### src/common/rfa_pkg.sv
`default_nettype none
package rfa_pkg;

	////////////////////////////////////////////////////////////////////////
	// Address map inside the module's page, offsets added to the base address
	localparam int          RFA_PAGE_BITS = 12;
	localparam logic [11:0] RFA_OFF_CTRL  = 12'h000;
	localparam logic [11:0] RFA_OFF_RIS   = 12'h004;
	localparam logic [11:0] RFA_OFF_ICR   = 12'h008;
	localparam logic [11:0] RFA_OFF_EVCNT = 12'h00c;
	localparam logic [11:0] RFA_OFF_ACC   = 12'h010;
	localparam logic [11:0] RFA_OFF_CMD   = 12'h014;
	localparam logic [11:0] RFA_OFF_STAT  = 12'h018;

	////////////////////////////////////////////////////////////////////////
	// Field layout and reset values
	localparam int         RFA_FLAG_W    = 8;
	localparam int         RFA_CNT_W_DEF = 16;
	localparam logic [7:0] RFA_RST_CTRL  = 8'h00;
	localparam logic [7:0] RFA_RST_FLAGS = 8'h00;

	typedef enum logic [2:0] {
		RFA_SEL_NONE  = 3'b000,
		RFA_SEL_CTRL  = 3'b001,
		RFA_SEL_RIS   = 3'b010,
		RFA_SEL_ICR   = 3'b011,
		RFA_SEL_EVCNT = 3'b100,
		RFA_SEL_ACC   = 3'b101,
		RFA_SEL_CMD   = 3'b110,
		RFA_SEL_STAT  = 3'b111
	} rfa_sel_t;

	typedef struct packed {
		logic [RFA_FLAG_W-1:0] stat;
		logic [RFA_FLAG_W-1:0] evt;
		logic [RFA_FLAG_W-1:0] err;
		logic [RFA_FLAG_W-1:0] done;
	} rfa_hw_in_t;

	typedef struct packed {
		logic [RFA_FLAG_W-1:0] ctrl;
		logic [RFA_FLAG_W-1:0] ris;
		logic [RFA_FLAG_W-1:0] cmd;
		logic [RFA_FLAG_W-1:0] acc;
	} rfa_hw_out_t;

endpackage
`default_nettype wire

### src/verilog/rfa_reg_bank.sv
`timescale 1ns/1ns
`default_nettype none
// Function
// - Registers reachable over the APB bus
// - Address is module base plus offset
// - Reserved bits read back as zero
// - Clear-on-read returns value, then clears
// - Any write clears the whole register
// - Write one clears bit, zero keeps
// - Writing back read status clears only those
// - Write one sets bit, zero keeps
// - Write-only clear register, reads meaningless
module rfa_reg_bank
	import rfa_pkg::*;
#(
	parameter logic [31:0] BASE_ADDR = 32'h4000_0000,
	parameter int          CNT_W     = RFA_CNT_W_DEF
) (
	input  wire logic        CLK_SYS,
	input  wire logic        NRST,
	input  wire logic        PSEL,
	input  wire logic        PENABLE,
	input  wire logic        PWRITE,
	input  wire logic [31:0] PADDR,
	input  wire logic [31:0] PWDATA,
	output logic      [31:0] PRDATA,
	output logic             PREADY,
	output logic             PSLVERR,
	input  wire rfa_hw_in_t  HW_IN,
	output rfa_hw_out_t      HW_OUT
);

	generate
		if (CNT_W < 1 || CNT_W > 32) begin : g_bad_cnt
			$error("rfa_reg_bank: CNT_W must be 1..32");
		end
		if (BASE_ADDR[RFA_PAGE_BITS-1:0] != '0) begin : g_bad_base
			$error("rfa_reg_bank: BASE_ADDR must be page aligned");
		end
	endgenerate

	////////////////////////////////////////////////////////////////////////
	// Decode

	function automatic rfa_sel_t addr_decode(input logic [31:0] a);
		rfa_sel_t s;
		s = RFA_SEL_NONE;
		if (a[31:RFA_PAGE_BITS] == BASE_ADDR[31:RFA_PAGE_BITS]) begin
			case (a[RFA_PAGE_BITS-1:0])
				RFA_OFF_CTRL:  s = RFA_SEL_CTRL;
				RFA_OFF_RIS:   s = RFA_SEL_RIS;
				RFA_OFF_ICR:   s = RFA_SEL_ICR;
				RFA_OFF_EVCNT: s = RFA_SEL_EVCNT;
				RFA_OFF_ACC:   s = RFA_SEL_ACC;
				RFA_OFF_CMD:   s = RFA_SEL_CMD;
				RFA_OFF_STAT:  s = RFA_SEL_STAT;
				default:       s = RFA_SEL_NONE;
			endcase
		end
		return s;
	endfunction

	function automatic logic [31:0] flag_word(input logic [RFA_FLAG_W-1:0] f);
		return {{(32-RFA_FLAG_W){1'b0}}, f};
	endfunction

	rfa_sel_t              sel;
	logic                  setup;
	logic                  access;
	logic                  wr_acc;
	logic [RFA_FLAG_W-1:0] wdata_f;
	logic [RFA_FLAG_W-1:0] ctrl_reg;
	logic [RFA_FLAG_W-1:0] ris;
	logic [RFA_FLAG_W-1:0] acc;
	logic [RFA_FLAG_W-1:0] cmd;
	logic [CNT_W-1:0]      evcnt_reg;
	logic [CNT_W-1:0]      evcnt_next;
	logic [CNT_W-1:0]      evcnt_base;
	logic [RFA_FLAG_W-1:0] ris_clr;
	logic [RFA_FLAG_W-1:0] acc_clr;
	logic [RFA_FLAG_W-1:0] cmd_set;
	logic [31:0]           rd_word;

	assign sel     = addr_decode(PADDR);
	assign setup   = PSEL && !PENABLE;
	assign access  = PSEL && PENABLE;
	assign wr_acc  = access && PWRITE;
	assign wdata_f = PWDATA[RFA_FLAG_W-1:0];
	// Zero wait states: every access completes in its first access cycle
	assign PREADY  = 1'b1;

	////////////////////////////////////////////////////////////////////////
	// Read path, sampled in the setup cycle so data comes from flip-flops

	always_comb begin
		case (sel)
			RFA_SEL_CTRL:  rd_word = flag_word(ctrl_reg);
			RFA_SEL_RIS:   rd_word = flag_word(ris);
			RFA_SEL_EVCNT: rd_word = 32'(evcnt_reg);
			RFA_SEL_ACC:   rd_word = flag_word(acc);
			RFA_SEL_CMD:   rd_word = flag_word(cmd);
			RFA_SEL_STAT:  rd_word = flag_word(HW_IN.stat);
			RFA_SEL_ICR:   rd_word = 32'h0000_0000;
			default:       rd_word = 32'h0000_0000;
		endcase
	end

	always_ff @(posedge CLK_SYS or negedge NRST) begin
		if (!NRST) begin
			PRDATA <= 32'h0000_0000;
		end else if (setup) begin
			PRDATA <= PWRITE ? 32'h0000_0000 : rd_word;
		end
	end

	always_ff @(posedge CLK_SYS or negedge NRST) begin
		if (!NRST) begin
			PSLVERR <= 1'b0;
		end else begin
			PSLVERR <= setup && (sel == RFA_SEL_NONE);
		end
	end

	////////////////////////////////////////////////////////////////////////
	// Plain read/write control; upper bits are not stored

	always_ff @(posedge CLK_SYS or negedge NRST) begin
		if (!NRST) begin
			ctrl_reg <= RFA_RST_CTRL;
		end else if (wr_acc && sel == RFA_SEL_CTRL) begin
			ctrl_reg <= wdata_f;
		end
	end

	////////////////////////////////////////////////////////////////////////
	// Sticky flags

	always_comb begin
		ris_clr = '0;
		if (wr_acc && (sel == RFA_SEL_RIS || sel == RFA_SEL_ICR)) begin
			ris_clr = wdata_f;
		end
	end

	assign acc_clr = (wr_acc && sel == RFA_SEL_ACC) ? '1 : '0;
	assign cmd_set = (wr_acc && sel == RFA_SEL_CMD) ? wdata_f : '0;

	rfa_flag_bank #(.W(RFA_FLAG_W)) u_ris (
		.clk   (CLK_SYS),
		.rst_n (NRST),
		.set   (HW_IN.evt),
		.clr   (ris_clr),
		.q     (ris)
	);

	rfa_flag_bank #(.W(RFA_FLAG_W)) u_acc (
		.clk   (CLK_SYS),
		.rst_n (NRST),
		.set   (HW_IN.err),
		.clr   (acc_clr),
		.q     (acc)
	);

	// Hardware completion clears a command bit, but a fresh software set wins
	rfa_flag_bank #(.W(RFA_FLAG_W)) u_cmd (
		.clk   (CLK_SYS),
		.rst_n (NRST),
		.set   (cmd_set),
		.clr   (HW_IN.done),
		.q     (cmd)
	);

	////////////////////////////////////////////////////////////////////////
	// Clear-on-read event counter. Subtracting the value handed to the reader
	// keeps events that land between setup and access instead of losing them.

	always_comb begin
		evcnt_base = evcnt_reg;
		if (access && !PWRITE && sel == RFA_SEL_EVCNT) begin
			evcnt_base = evcnt_reg - PRDATA[CNT_W-1:0];
		end
		evcnt_next = evcnt_base;
		// Saturates rather than wrapping to a small misleading count
		if ((|HW_IN.evt) && evcnt_base != '1) begin
			evcnt_next = evcnt_base + 1'b1;
		end
	end

	always_ff @(posedge CLK_SYS or negedge NRST) begin
		if (!NRST) begin
			evcnt_reg <= '0;
		end else begin
			evcnt_reg <= evcnt_next;
		end
	end

	always_comb begin
		HW_OUT.ctrl = ctrl_reg;
		HW_OUT.ris  = ris;
		HW_OUT.cmd  = cmd;
		HW_OUT.acc  = acc;
	end
endmodule // rfa_reg_bank
`default_nettype wire

### src/verilog/rfa_flag_bank.sv
`timescale 1ns/1ns
`default_nettype none
// Bank of sticky bits: set beats clear in the same cycle
module rfa_flag_bank #(
	parameter int W = 8
) (
	input  wire logic         clk,
	input  wire logic         rst_n,
	input  wire logic [W-1:0] set,
	input  wire logic [W-1:0] clr,
	output logic      [W-1:0] q
);

	generate
		if (W < 1 || W > 32) begin : g_bad_w
			$error("rfa_flag_bank: W must be 1..32");
		end
	endgenerate

	always_ff @(posedge clk or negedge rst_n) begin
		if (!rst_n) begin
			q <= '0;
		end else begin
			q <= (q & ~clr) | set;
		end
	end
endmodule // rfa_flag_bank
`default_nettype wire

### config.mk
export PLATFORM = sky130hd
export DESIGN_NAME = rfa_reg_bank
export DESIGN_NICKNAME = d
export VERILOG_FILES = /design/src/common/rfa_pkg.sv /design/src/verilog/rfa_reg_bank.sv /design/src/verilog/rfa_flag_bank.sv
export SDC_FILE = /design/constraint.sdc
export NUM_CORES = 1
export LEC_CHECK = 0
export CAP_MARGIN = 30
export CORE_MARGIN = 1
export CORE_UTILIZATION = 55
export DETAILED_ROUTE_END_ITERATION = 8
export DONT_BUFFER_PORTS = 1
export PLACE_DENSITY_LB_ADDON = 0.08
export SKIP_LAST_GASP = 1
export SYNTH_ARGS = -nofsm -noshare
export SYNTH_HDL_FRONTEND = slang
export SYNTH_SLANG_ARGS = --single-unit
### constraint.sdc
create_clock -name CLK_SYS -period 3.81 [get_ports CLK_SYS]
set_input_delay 0.9525 -clock CLK_SYS [delete_from_list [all_inputs] [get_ports CLK_SYS]]
set_output_delay 0.9525 -clock CLK_SYS [all_outputs]
set_load 0.01 [all_outputs]
==> summary by stage <==
Floorplanning
The die is approximately 94 um tall. The die boundary width is about 94 um. The standard-cell row count is 33.

The area enclosed by the die boundary is a little under 9000 um^2. The area of the core is 8260 um^2. The I/O pin total is 167. For this configuration, the core starts out at a cell density of 0.569.

Yosys
The area of the mapped netlist is about 4700 um^2. The number of instances in the synthesized netlist is 493. The area fraction of the dominant cell type after synthesis is 0.346.

The share of the Yosys chip area taken by registers is 0.346. The most used flip-flop cell after synthesis is sky130_fd_sc_hd__dfrtp_1. Counting flops with a built-in enable in the synthesized netlist gives 0. After synthesis, the share of flip-flops with an asynchronous set or reset is 1.00. Among all cell types in the netlist, the one instantiated most often is sky130_fd_sc_hd__dfrtp_1. The unique cell type count in the Yosys netlist is a little under 80. In the post-synthesis netlist, the biggest area contributors are sky130_fd_sc_hd__dfrtp_1, sky130_fd_sc_hd__a22o_1, sky130_fd_sc_hd__a21o_1. The post-synthesis cell type with the largest combined area is sky130_fd_sc_hd__dfrtp_1. Yosys printed 0 warnings. The commonest cells after synthesis are sky130_fd_sc_hd__dfrtp_1, sky130_fd_sc_hd__nand2_1, sky130_fd_sc_hd__inv_1. After synthesis the netlist holds a flip-flop and latch count of between 60 and 70. Averaged over all synthesized cells, the footprint is between 9 and 10 um^2.

Setup path
The largest individual stage delay along the critical path comes from the cell sky130_fd_sc_hd__or4_4. For the worst setup path, the data arrival time is between 3 and 4 ns. The worst-path maximum fanout is 8. On the worst path, the slowest cell contributes a delay of between 0.5 and 0.6 ns. The cell family contributing the most delay on the critical path is compound AO/OA/AOI/OAI gates. At the worst endpoint, the required time is 4.04 ns.

STA classifies the critical path startpoint as a register. The dominant cell type by count on the critical path is sky130_fd_sc_hd__inv_1. The sum of buffers and inverters on the critical path is 2. Traced cell by cell, the critical path runs through inv_1 -> ha_1 -> inv_1 -> fa_1 -> a211o_1 -> a21o_1 -> o211a_1 -> nor3_2 -> a2111oi_4 -> a21oi_2 -> nand4b_4 -> nand2_2 -> or4_4 -> o21a_1. The critical path is of the reg2reg type. The worst setup path is captured at a register.

CTS
The number of buffers between clock root and the deepest sink is 2. The number of setup buffers added after CTS is 0. The clock tree synthesis step divided the H-tree into 3 levels. The cell at the root of the clock tree is sky130_fd_sc_hd__clkbuf_8.

The clock latency on the worst-skew pair is 0.34 ns. The clock net sink count is between 60 and 70. The CTS tree is built. The number of hold buffers added after CTS was 0. The clock slew at the register clock pins of the worst setup and hold paths is about 0.09 ns.

The TritonCTS buffer count is 9.

Timing
The final critical-path required period is 3.68 ns. The max-slew violation count was 0. Hold timing on the final database bottoms out at a slack of roughly 0.29 ns. Setup repair after global routing could not meet its margin everywhere. The worst path setup slack after routing is between 0.1 and 0.15 ns. Dividing the final minimum period by the clock period gives 0.967. The number of hold violations in the final report is 0. The final setup skew is between 0.01 and 0.015 ns. Timing would allow up to between 200 and 300 MHz. The count of final setup violators is 0.

Status
The run finished with clean final reports.

Drt
The total wire length after detailed routing is 12.2 mm. After the first detailed-routing iteration, the DRC count stood at 190. Dividing the detail-routed via count by the number of cells gives around 6.4. The post-detailed-route wirelength per cell is slightly below 20 um. The total number of vias is between 3000 and 4000. The detailed-routing iteration count for the pre-antenna-repair pass is 4. The number of antenna-violating nets in the routed design is 0. After detailed routing, the number of remaining DRC violations is 0.

Layout
Relative to the synthesized area, the layout overhead comes to 8.44%. 0 antenna diodes ended up in the layout. Fill cells in the final layout number 696. Of the cells placed in the final design, the portion with a size suffix greater than 1 is 0.180.

The final layout net count is ~630.

GRT
The first global-routing pass estimated ~19 mm of wire. The number of antenna violations at the first check in global routing is 0. The number of global-route vias before repair is about 3800. In the global route stage, overall resource usage came out at 0.281. Entering global routing, the biggest net connects 66 pins. Summed over all layers, the global routing overflow is 0.

Placement
The placement-stage worst setup slack is around 0.11 ns. During placement, the flow inserted port buffers numbering 0. The final HPWL from detailed placement is between 9 and 10 mm.

The final weighted congestion of routability-driven global placement is between 0.9 and 1.

Worst hold path
The min-delay analysis places its worst path in the category in2async.

Power and ir drop
The power density over cell area is roughly 480 nW/um^2. For this design the static power due to leakage is around 2.1 nW. The worst ir drop on vdd is ~0.21 mV.

Run
The number of maximum-capacitance violations is 0.
layer usage:
layer	share of wire	up-vias	GRT usage
met1	0.45	1936	0.378
met4	0.0075	0	0.0720
li1	-	1859	-
met5	0	-	0
met3	0.068	10	0.0757
met2	0.48	146	0.449
metrics by stage:
stage	cell area [um^2]	TNS [ns]	total power [mW]	util	instances
global placement	4870	0	1.77	0.590	605
global route	5100	-0.0335	2.57	0.617	621
floorplan	4760	0	1.58	-	508
finish	5100	0	2.43	0.617	621
CTS	5080	0	2.42	0.615	621
detailed placement	4870	0	1.79	0.590	605
cell type report:
cell class | instances | area [um^2] | area share
multi-input cells | 379 | 2830 | 0.555
flip-flops and latches | 65 | 1630 | 0.319
repair buffers | 24 | 180 | 0.0353
clock buffers | 10 | 138 | 0.0270
well taps | 105 | 131 | 0.0258
inverters | 32 | 120 | 0.0236
clock inverters | 6 | 72.6 | 0.0142
path summary, 6_finish.rpt:
kind	endpoint	cells after the start	from	slack, ns
min in group CLK_SYS	PRDATA[14]	1	evcnt_reg[14]	0.54
max in group asynchronous	PSLVERR	0	NRST	3.38
hold / removal	u_cmd.q[2]	0	NRST	0.29
hold reg to reg	PRDATA[14]	1	evcnt_reg[14]	0.54
setup / recovery	evcnt_reg[9]	14	evcnt_reg[0]	0.13
setup reg to reg	evcnt_reg[9]	14	evcnt_reg[0]	0.13
report_power, final:
part	switching [mW]	internal, mW	leakage [nW]
sequential	0.0669	0.732	0.803
combinational	0.552	0.460	1.19
clock	0.293	0.328	0.104
timing repair:
action,CTS,global route
resized for setup,0,3
endpoints found under the setup margin,0,4
hold endpoints to repair,0,0
cell usage in the layout (no fill, tap or decap), drive strengths merged, types with 14 or more instances in the layout:
cell / n
dfrtp: 65
nand2: 41
inv: 35
a21o: 25
o21ai: 25
a22o: 24
buf: 24
a21oi: 21
conb: 17
nor2: 16
ha: 15
nand3: 15
nor3: 14
cells by family after synthesis:
group | Yosys count | share of synthesized area
xor gates and xnor gates | 16 | 0.0298
muxes | 18 | 0.0412
other | 2 | 0.00160
AOI/OAI and AO/OA | 157 | 0.255
buffers and inverters | 64 | 0.0695
adders and majority gates | 16 | 0.0442
and+or+nand+nor | 155 | 0.213
DFF | 65 | 0.346
Power figures use the tool's default switching activity.
